**config.mk**
```make
export PLATFORM = sky130hd
export DESIGN_NAME = memory_map_address_decoder
export DESIGN_NICKNAME = d
export VERILOG_FILES = /design/src/logic/memory_map_pkg.sv /design/src/logic/memory_map_address_decoder.sv
export SDC_FILE = /design/constraint.sdc
export NUM_CORES = 1
export LEC_CHECK = 0
export BUFFER_PORTS_ARGS = -buffer_cell sky130_fd_sc_hd__clkbuf_2
export CELL_PAD_IN_SITES_DETAIL_PLACEMENT = 0
export CELL_PAD_IN_SITES_GLOBAL_PLACEMENT = 1
export CORE_MARGIN = 3
export CORE_UTILIZATION = 31
export CTS_BUF_LIST = sky130_fd_sc_hd__clkbuf_8 sky130_fd_sc_hd__clkbuf_16
export DETAILED_ROUTE_END_ITERATION = 7
export PLACE_DENSITY_LB_ADDON = 0.3
export SKIP_LAST_GASP = 1
export SYNTH_ARGS = -nofsm -noshare
export SYNTH_HDL_FRONTEND = slang
export SYNTH_SLANG_ARGS = --single-unit
```
**constraint.sdc**
```tcl
create_clock -name ref_clk -period 2.3 [get_ports ref_clk]
set_input_delay 0.345 -clock ref_clk [delete_from_list [all_inputs] [get_ports ref_clk]]
set_output_delay 0.345 -clock ref_clk [all_outputs]
set_load 0.05 [all_outputs]
```
**src/logic/memory_map_pkg.sv**
```systemverilog
// Purpose: Constants for the linear address space decoder.
// Assumes: 24-bit byte address, 16-bit data path.
// Notes: Region bounds are inclusive start and end addresses.
package memory_map_pkg;
    localparam int ADDR_W = 24;
    localparam int PAGE_W = 14;
    localparam logic [7:0] SYS_SEGMENT = 8'h00;
    localparam logic [23:0] EXT_LOW_END = 24'h007fff;
    localparam logic [23:0] DATA_SRAM_GAP_END = 24'h009fff;
    localparam logic [23:0] DATA_SRAM_START = 24'h00a000;
    localparam logic [23:0] DATA_SRAM_END = 24'h00dfff;
    localparam logic [23:0] XSFR_END = 24'h00efff;
    localparam logic [23:0] EXTENDED_REGISTER_AREA_START = 24'h00f000;
    localparam logic [23:0] EXTENDED_REGISTER_AREA_END = 24'h00f1ff;
    localparam logic [23:0] DUAL_PORT_RAM_GAP_END = 24'h00f5ff;
    localparam logic [23:0] DUAL_PORT_RAM_START = 24'h00f600;
    localparam logic [23:0] DUAL_PORT_RAM_END = 24'h00fdff;
    localparam logic [23:0] DUAL_PORT_RAM_BIT_START = 24'h00fd00;
    localparam logic [23:0] SFR_START = 24'h00fe00;
    localparam logic [23:0] EXT_IO_START = 24'h200000;
    localparam logic [23:0] EXT_IO_END = 24'h3fffff;
    localparam logic [23:0] FLASH_START = 24'hc00000;
    localparam logic [23:0] FLASH_CTRL_START = 24'hc0f000;
    localparam logic [23:0] FLASH_CTRL_END = 24'hc0ffff;
    localparam logic [23:0] FLASH_END = 24'hccffff;
    localparam logic [23:0] FLASH_RSV_END = 24'hdfffff;
    localparam logic [23:0] PROGRAM_SRAM_START = 24'he00000;
    localparam logic [23:0] PROGRAM_SRAM_END = 24'he07fff;
    localparam logic [23:0] PROGRAM_SRAM_MIRROR_END = 24'he7ffff;
    localparam logic [23:0] EPSRAM_START = 24'he80000;
    localparam logic [23:0] EPSRAM_END = 24'he87fff;
    localparam logic [23:0] EPSRAM_MIRROR_END = 24'hefffff;
    localparam logic [23:0] TRAP_START = 24'hf00000;
    localparam logic [23:0] TRAP_END = 24'hfffeff;
    localparam int FLASH_MODULES = 4;
    localparam int FLASH_SECTOR_W = 12;
    localparam int FLASH_BLOCK_W = 7;
    localparam int FLASH_LINE_W = 4;
    localparam int PROGRAM_SRAM_IDX_W = 15;
    localparam logic [14:0] PROGRAM_SRAM_PROT_RESET = 15'h0000;
    localparam logic [15:0] PASSWORD_RESET = 16'h0000;

    typedef enum logic [10:0] {
        TGT_NONE = 11'h001,
        TGT_DATA_SRAM = 11'h002,
        TGT_DUAL_PORT_RAM = 11'h004,
        TGT_SFR = 11'h008,
        TGT_EXTENDED_REGISTER_AREA = 11'h010,
        TGT_XSFR = 11'h020,
        TGT_FLASH = 11'h040,
        TGT_PROGRAM_SRAM = 11'h080,
        TGT_EXT = 11'h100,
        TGT_TRAP = 11'h200,
        TGT_IMB = 11'h400
    } target_e;
endpackage : memory_map_pkg
```
**src/logic/memory_map_address_decoder.sv**
```systemverilog
// Purpose: Routes CPU fetches and data accesses to on-chip targets.
// Assumes: Requests come from logic on ref_clk; one fetch and one data
//          access may be presented in the same cycle.
// Notes: Decisions are registered; each answer follows its request by
//        one cycle.
// Overview of operation
// - One linear address space decodes code, data, registers and ports.
// - 16 Mbytes as 256 segments of 64 Kbytes; top byte is segment.
// - Each segment holds four 16-Kbyte data pages.
// - Every location accepts byte and word accesses.
// - Data memories and both register areas decode in segment 0.
// - Reserved holes go to the external bus when it exists; F00000 to FFFEFF always traps.
// - Flash control sector C0F000 to C0FFFF is not user memory.
// - External IO accesses disable pipeline speed optimizations.
// - All code fetches pass through the program fetch manager.
// - All data transfers pass through the data transfer manager.
// - Manager link carries transfers both ways at the same time.
// - A programmable low section of program SRAM is write-protected.
// - Data SRAM has its own dedicated interface.
// - Sixteen word registers, also reachable as byte halves.
// - All DUAL_PORT_RAM bytes and register locations are bit addressable.
// - Both register areas span 512 bytes of word-wide registers.
// - Flash is one 64K module plus 256K modules of 4K sectors.
// - Per-sector write protect and erase; programming in 128-byte blocks.
// - Read-protected flash unlocks temporarily after correct password.
// - Flash reads fetch 128 bits and pass through error correction.
// - Accesses to different flash modules proceed in parallel.
`timescale 1ns/100ps
`default_nettype none
module memory_map_address_decoder (
    // Clock and reset
    input wire logic ref_clk,
    input wire logic rst,
    // Configuration
    input wire logic ext_bus_present,
    input wire logic [14:0] program_sram_prot_limit,
    input wire logic read_protect,
    input wire logic [15:0] password,
    input wire logic password_valid,
    input wire logic lock_request,
    // Code fetch request
    input wire logic fetch_req,
    input wire logic [23:0] fetch_addr,
    // Data request
    input wire logic data_req,
    input wire logic data_write,
    input wire logic data_word,
    input wire logic [23:0] data_addr,
    // Fetch answer
    output logic fetch_ack,
    output logic [10:0] fetch_target,
    output logic [1:0] fetch_flash_module,
    output logic fetch_trap,
    // Data answer
    output logic data_ack,
    output logic [10:0] data_target,
    output logic [1:0] data_flash_module,
    output logic [1:0] data_page,
    output logic [1:0] data_lanes,
    output logic data_bit_addressable,
    output logic data_trap,
    output logic data_write_blocked,
    output logic data_via_system_bus,
    output logic strict_order,
    output logic flash_unlocked
);
    function automatic memory_map_pkg::target_e decode(
        input logic [23:0] a, input logic ext);
        memory_map_pkg::target_e t;
        t = memory_map_pkg::TGT_EXT;
        if (a[23:16] == memory_map_pkg::SYS_SEGMENT) begin
            if (a <= memory_map_pkg::EXT_LOW_END)
                t = memory_map_pkg::TGT_EXT;
            else if (a <= memory_map_pkg::DATA_SRAM_GAP_END)
                t = memory_map_pkg::TGT_NONE;
            else if (a <= memory_map_pkg::DATA_SRAM_END)
                t = memory_map_pkg::TGT_DATA_SRAM;
            else if (a <= memory_map_pkg::XSFR_END)
                t = memory_map_pkg::TGT_XSFR;
            else if (a <= memory_map_pkg::EXTENDED_REGISTER_AREA_END)
                t = memory_map_pkg::TGT_EXTENDED_REGISTER_AREA;
            else if (a <= memory_map_pkg::DUAL_PORT_RAM_GAP_END)
                t = memory_map_pkg::TGT_NONE;
            else if (a <= memory_map_pkg::DUAL_PORT_RAM_END)
                t = memory_map_pkg::TGT_DUAL_PORT_RAM;
            else t = memory_map_pkg::TGT_SFR;
        end else if (a < memory_map_pkg::FLASH_START) begin
            t = memory_map_pkg::TGT_EXT;
        end else if (a <= memory_map_pkg::FLASH_END) begin
            t = memory_map_pkg::TGT_FLASH;
        end else if (a <= memory_map_pkg::FLASH_RSV_END) begin
            t = memory_map_pkg::TGT_NONE;
        end else if (a <= memory_map_pkg::PROGRAM_SRAM_END) begin
            t = memory_map_pkg::TGT_PROGRAM_SRAM;
        end else if (a <= memory_map_pkg::PROGRAM_SRAM_MIRROR_END) begin
            t = memory_map_pkg::TGT_PROGRAM_SRAM;
        end else if (a <= memory_map_pkg::EPSRAM_MIRROR_END) begin
            t = memory_map_pkg::TGT_PROGRAM_SRAM;
        end else if (a <= memory_map_pkg::TRAP_END) begin
            t = memory_map_pkg::TGT_TRAP;
        end else begin
            t = memory_map_pkg::TGT_IMB;
        end
        // Shaded holes fall to the external bus only when it is fitted
        if (t == memory_map_pkg::TGT_NONE && ext)
            t = memory_map_pkg::TGT_EXT;
        return t;
    endfunction : decode

    function automatic logic [1:0] flash_module(input logic [23:0] a);
        // Module bits sit above the 128-bit line offset: a line never splits
        return a[19:18];
    endfunction : flash_module

    function automatic logic flash_reserved(input logic [23:0] a);
        return a >= memory_map_pkg::FLASH_CTRL_START &&
            a <= memory_map_pkg::FLASH_CTRL_END;
    endfunction : flash_reserved

    typedef enum logic [1:0] {
        LOCKED = 2'b01,
        OPEN = 2'b10
    } unlock_e;

    memory_map_pkg::target_e f_t;
    memory_map_pkg::target_e d_t;
    unlock_e unlock_state;
    unlock_e next_unlock_state;
    logic f_block;
    logic d_block;
    logic d_wp;
    logic next_fetch_ack;
    logic [10:0] next_fetch_target;
    logic [1:0] next_fetch_flash_module;
    logic next_fetch_trap;
    logic next_data_ack;
    logic [10:0] next_data_target;
    logic [1:0] next_data_flash_module;
    logic [1:0] next_data_page;
    logic [1:0] next_data_lanes;
    logic next_data_bit_addressable;
    logic next_data_trap;
    logic next_data_write_blocked;
    logic next_data_via_system_bus;
    logic next_strict_order;

    // Password unlock holds until software locks again or reset
    always_comb begin
        next_unlock_state = unlock_state;
        case (unlock_state)
            LOCKED: begin
                if (password_valid &&
                    password == memory_map_pkg::PASSWORD_RESET)
                    next_unlock_state = OPEN;
            end
            OPEN: begin
                if (lock_request)
                    next_unlock_state = LOCKED;
            end
            default: next_unlock_state = LOCKED;
        endcase
    end

    always_ff @(posedge ref_clk) begin
        if (rst)
            unlock_state <= LOCKED;
        else
            unlock_state <= next_unlock_state;
    end

    always_comb begin
        f_t = decode(fetch_addr, ext_bus_present);
        d_t = decode(data_addr, ext_bus_present);
        f_block = f_t == memory_map_pkg::TGT_FLASH &&
            (flash_reserved(fetch_addr) ||
             (read_protect && unlock_state != OPEN));
        // Flash changes only through its own command sequence, never a store
        d_block = d_t == memory_map_pkg::TGT_FLASH &&
            (flash_reserved(data_addr) ||
             (read_protect && unlock_state != OPEN) || data_write);
        // Program SRAM and its mirror alias the same cells, so the
        // protected section is guarded through either window
        d_wp = d_t == memory_map_pkg::TGT_PROGRAM_SRAM && data_write &&
            data_addr[23:19] == memory_map_pkg::PROGRAM_SRAM_START[23:19] &&
            data_addr[14:0] < program_sram_prot_limit;
        next_fetch_ack = fetch_req;
        next_fetch_target = fetch_req ? f_t : memory_map_pkg::TGT_NONE;
        next_fetch_flash_module = flash_module(fetch_addr);
        next_fetch_trap = fetch_req && (f_t == memory_map_pkg::TGT_TRAP ||
            f_t == memory_map_pkg::TGT_NONE || f_block);
        next_data_ack = data_req;
        next_data_target = data_req ? d_t : memory_map_pkg::TGT_NONE;
        next_data_flash_module = flash_module(data_addr);
        next_data_page = data_addr[15:memory_map_pkg::PAGE_W];
        // Odd word addresses still allowed: words use both lanes, bytes follow the low bit
        next_data_lanes = data_word ? 2'b11 :
            (data_addr[0] ? 2'b10 : 2'b01);
        next_data_bit_addressable = data_req &&
            ((data_addr >= memory_map_pkg::DUAL_PORT_RAM_BIT_START &&
              data_addr <= memory_map_pkg::DUAL_PORT_RAM_END) ||
             d_t == memory_map_pkg::TGT_DUAL_PORT_RAM ||
             d_t == memory_map_pkg::TGT_SFR ||
             d_t == memory_map_pkg::TGT_EXTENDED_REGISTER_AREA);
        next_data_trap = data_req && (d_t == memory_map_pkg::TGT_TRAP ||
            d_t == memory_map_pkg::TGT_NONE || d_block);
        next_data_write_blocked = data_req && d_wp;
        // Flash and program SRAM live on the fetch side of the link
        next_data_via_system_bus = data_req &&
            (d_t == memory_map_pkg::TGT_FLASH ||
             d_t == memory_map_pkg::TGT_PROGRAM_SRAM ||
             d_t == memory_map_pkg::TGT_EXT);
        next_strict_order = data_req &&
            data_addr >= memory_map_pkg::EXT_IO_START &&
            data_addr <= memory_map_pkg::EXT_IO_END;
    end

    always_ff @(posedge ref_clk) begin
        if (rst) begin
            fetch_ack <= 1'b0;
            fetch_target <= memory_map_pkg::TGT_NONE;
            fetch_flash_module <= 2'b00;
            fetch_trap <= 1'b0;
            data_ack <= 1'b0;
            data_target <= memory_map_pkg::TGT_NONE;
            data_flash_module <= 2'b00;
            data_page <= 2'b00;
            data_lanes <= 2'b00;
            data_bit_addressable <= 1'b0;
            data_trap <= 1'b0;
            data_write_blocked <= 1'b0;
            data_via_system_bus <= 1'b0;
            strict_order <= 1'b0;
            flash_unlocked <= 1'b0;
        end else begin
            fetch_ack <= next_fetch_ack;
            fetch_target <= next_fetch_target;
            fetch_flash_module <= next_fetch_flash_module;
            fetch_trap <= next_fetch_trap;
            data_ack <= next_data_ack;
            data_target <= next_data_target;
            data_flash_module <= next_data_flash_module;
            data_page <= next_data_page;
            data_lanes <= next_data_lanes;
            data_bit_addressable <= next_data_bit_addressable;
            data_trap <= next_data_trap;
            data_write_blocked <= next_data_write_blocked;
            data_via_system_bus <= next_data_via_system_bus;
            strict_order <= next_strict_order;
            flash_unlocked <= next_unlock_state == OPEN;
        end
    end

    AST_TRAP_TOP: assert property (
        @(posedge ref_clk) disable iff (rst)
        data_req && data_addr >= memory_map_pkg::TRAP_START &&
        data_addr <= memory_map_pkg::TRAP_END |=> data_trap)
        else $error("top reserved range did not trap");
    AST_CTRL_SECTOR: assert property (
        @(posedge ref_clk) disable iff (rst)
        fetch_req && flash_reserved(fetch_addr) |=> fetch_trap)
        else $error("flash control sector fetched");
    AST_EXT_IO: assert property (
        @(posedge ref_clk) disable iff (rst)
        data_req && data_addr[23:21] == 3'b001 |=> strict_order)
        else $error("external IO without strict order");
    AST_PROGRAM_SRAM_WP: assert property (
        @(posedge ref_clk) disable iff (rst)
        data_req && data_write && data_addr[23:15] == 9'h1c0 &&
        data_addr[14:0] < program_sram_prot_limit |=> data_write_blocked)
        else $error("protected program SRAM write passed");
    AST_SEG0: assert property (
        @(posedge ref_clk) disable iff (rst)
        data_req && data_addr[23:16] != 8'h00 |=>
        data_target != memory_map_pkg::TGT_DATA_SRAM &&
        data_target != memory_map_pkg::TGT_SFR)
        else $error("system target outside segment 0");
    AST_LANES: assert property (
        @(posedge ref_clk) disable iff (rst)
        data_req && !data_word |=> $countones(data_lanes) == 1)
        else $error("byte access used two lanes");
    AST_PAGE: assert property (
        @(posedge ref_clk) disable iff (rst)
        data_req |=> data_page == $past(data_addr[15:14]))
        else $error("data page wrong");
    AST_LOCKED: assert property (
        @(posedge ref_clk) disable iff (rst)
        fetch_req && read_protect && !flash_unlocked && !password_valid &&
        fetch_addr >= memory_map_pkg::FLASH_START &&
        fetch_addr <= memory_map_pkg::FLASH_END |=> fetch_trap)
        else $error("locked flash fetched");
    AST_SHADED_EXT: assert property (
        @(posedge ref_clk) disable iff (rst)
        data_req && ext_bus_present && data_addr >= 24'h008000 &&
        data_addr <= 24'h009fff |=>
        data_target == memory_map_pkg::TGT_EXT)
        else $error("shaded range not sent external");
    AST_FLASH_WRITE: assert property (
        @(posedge ref_clk) disable iff (rst)
        data_req && data_write &&
        data_addr >= memory_map_pkg::FLASH_START &&
        data_addr <= memory_map_pkg::FLASH_END |=> data_trap)
        else $error("store into flash not trapped");
endmodule : memory_map_address_decoder
`default_nettype wire

```
==> impl_metrics.csv <==
group,metric,value,unit
status,run_status,"finished, final reports clean",
grt,antenna_found_initial,0,
synth,synth-compound-area-share,0.132,
timing,fin_skew,0.000890,ns
floorplan,io_pins,128,
synth,avgSynthCellArea,8.60,um^2
flow_run,cap_violations,0,
timing,grt_setup_unrepaired,"false",
cts,postCtsSetupBuffers,0,
synth,synthXorXnorAreaFrac,0.0258,
synth,synth.distinct_cells,45,
detailed_routing,firstDrtPassIters,4,
floorplan,initial_core_util,0.332,
cts,clock_latency,0.28,ns
synth,synth_area_leader_cell,"dfxtp_1",
timing,slew_headroom,0.638,
grt,grt_pass1_wl,8560,um
power,ir_worst_vdd,0.000307,V
setup_path,worst_ep_arrival_time,1.66,ns
synth,synth.top_cells.by_count,"41 x dfxtp_1, 29 x nor2_1, 23 x inv_1, 20 x nand2_1, 16 x ha_1",
cts,cts_max_level,2,
grt,grt.overflow.total,0,
timing,finalSetupTns,0,ns
cts,post_cts_resized,0,
floorplan,die_area,7580,um^2
power,cellPowerDensity,532,nW/um^2
setup_path,cpPeakStageDelay,0.54,ns
cells_and_area,stdcell_count,436,
timing,final.min_clock_period,1.50,ns
detailed_routing,drc,0,
timing,slew_viol_final,0,
synth,synthAdderAreaFrac,0.0982,
grt,grt_pass1_vias,1967,
power,power_leakage,1.43,nW
place,port_buffers,119,
timing,timing.hold.ws,0.261,ns
setup_path,crit_type,"in -> reg",
floorplan,placementRows,28,
synth,seq_area_frac_synth,0.403,
setup_path,crit_path_start_kind,"input port",
synth,synth_simple_gate_area_frac,0.295,
floorplan,die_x,87.1,um
place,dpl_worst_slack,0.530,ns
cells_and_area,utilization,0.458,
timing,setup_viol,0,
cts,cts_buffers,5,
setup_path,critPathCaptureType,"flip-flop",
detailed_routing,routed_wl,5230,um
cts,clkTransAtPathRegs,0.07,ns
place,place_area,2720,um^2
synth,synth_seq_cells,41,
synth,synth_edf_count,0,
synth,yosysMostFrequentCell,"dfxtp_1",
synth,syn_inst,237,
cells_and_area,stdcell_area,2810,um^2
detailed_routing,drt-initial-drc-count,32,
cts,cts.sinks,41,
setup_path,crit_slowest_cell,"nor4_1",
cells_and_area,nNetsFinal,466,
min_path,min_path_type,"in -> reg",
synth,synth_top_area_share,0.403,
detailed_routing,wl_per_cell,12.0,um
cts,cts_tree,"yes",
place,gp_congestion,0.775,
detailed_routing,ant_nets,0,
power,finalPower,1.49,mW
cts,cts_buffer_depth,2,
synth,muxShareOfSynthArea,0,
synth,yosys-top-cells-area,"dfxtp_1 40%, ha_1 9.8%, nor2_1 5.3%",
setup_path,cp_max_fo,6,
cells_and_area,drive_gt1_frac,0.377,
grt,grtUsageTotal,0.142,
detailed_routing,via_count,2051,
place,dp_hpwl,4480,um
timing,fin_crit_sh,0.651,
place,dp_cells,429,
synth,synth_top_family_by_area,"simple AND/OR/NAND/NOR gates",
synth,synth_warnings,0,
cells_and_area,antenna_cells,0,
timing,worst_slack,0.804,ns
synth,netlist_area,2040,um^2
detailed_routing,vias_per_cell,4.70,
cts,cts_hold_buf,0,
floorplan,die_y,87.1,um
setup_path,required,2.47,ns
synth,synth_ff_type,"dfxtp_1",
timing,fmax,668,MHz
synth,synthArstFlopShare,0,
cells_and_area,syn_to_final_growth,37.7,%
timing,tightest_slew,0.539,ns
setup_path,crit_chain,"clkbuf_2, nand4_1, nor4_1, o22ai_1, a32oi_1, nor2_1",
timing,hold_violations,0,
floorplan,coreArea,6130,um^2
synth,synth_nets,342,
grt,grt_max_degree,13,
cts,clockRootBuffer,"clkbuf_8",
logic make-up after synthesis:
| kind of cell | after synthesis |
|---|---|
| AND/OR/NAND/NOR | 110 |
| flip-flops | 41 |
| adder cells (fa/ha/maj) | 16 |
| AO/OA/AOI/OAI | 39 |
| XOR/XNOR | 6 |
| buffers and inverters | 25 |
path summary, 6_finish.rpt:
path	start	endpoint	slack (ns)	depth (start not counted)
setup reg to reg	unlock_state[0]$_SDFF_PP1_	data_trap$_SDFF_PP0_	0.90	7
setup / recovery	fetch_addr[13]	fetch_trap$_SDFF_PP0_	0.80	6
hold reg to reg	unlock_state[1]$_SDFF_PP0_	unlock_state[1]$_SDFF_PP0_	0.57	2
hold / removal	fetch_addr[12]	fetch_target[5]$_SDFF_PP0_	0.26	2
registers in the layout, indices dropped and copies added (netlist names), 2 cells and up:
signal,flops
data_flash_module,2
data_lanes,2
data_page,2
data_target,11
fetch_flash_module,2
fetch_target,11
unlock_state,2
area by class of cell:
cell class	instances	area (um^2)
clock buffer	6	82.6
timing repair buffer	119	596
inverter	23	86.3
fill	642	3320
multi-input combinational	171	1120
tap	75	93.8
clock inverter	1	3.75
sequential	41	821
worst max-delay path, delay by kind of cell:
family / cells / cell delay, ns
simple gates: 3 / 0.82
compound gates: 2 / 0.38
buf+inv: 1 / 0.12
cell usage in the layout (no fill, tap or decap), types with 2 or more instances in the layout:
| cell type | instances |
|---|---|
| a21o_1 | 3 |
| a21oi_1 | 12 |
| and3_1 | 2 |
| and4_1 | 2 |
| clkbuf_2 | 119 |
| clkbuf_8 | 6 |
| dfxtp_1 | 41 |
| ha_1 | 16 |
| inv_1 | 24 |
| nand2_1 | 20 |
| nand2b_1 | 4 |
| nand3_1 | 7 |
| nand3_2 | 2 |
| nand4_1 | 5 |
| nor2_1 | 29 |
| nor2b_1 | 8 |
| nor3_1 | 11 |
| nor3b_1 | 2 |
| nor4_1 | 8 |
| o211ai_1 | 3 |
| o21ai_0 | 3 |
| o21ai_1 | 4 |
| o22ai_1 | 2 |
| or3_1 | 2 |
| xnor2_1 | 3 |
| xor2_1 | 3 |
report_power, final:
| part | switching, mW | internal (mW) |
|---|---|---|
| clock network | 0.227 | 0.234 |
| logic | 0.185 | 0.118 |
| registers | 0.00417 | 0.726 |
| total | 0.416 | 1.08 |
metal layers:
metal / global-route usage / routed length, um
met1: 0.176 / 2330
met2: 0.228 / 2310
met5: 0 / 0
met4: 0.0425 / 72
met3: 0.0520 / 509
Power figures use the tool's default switching activity.
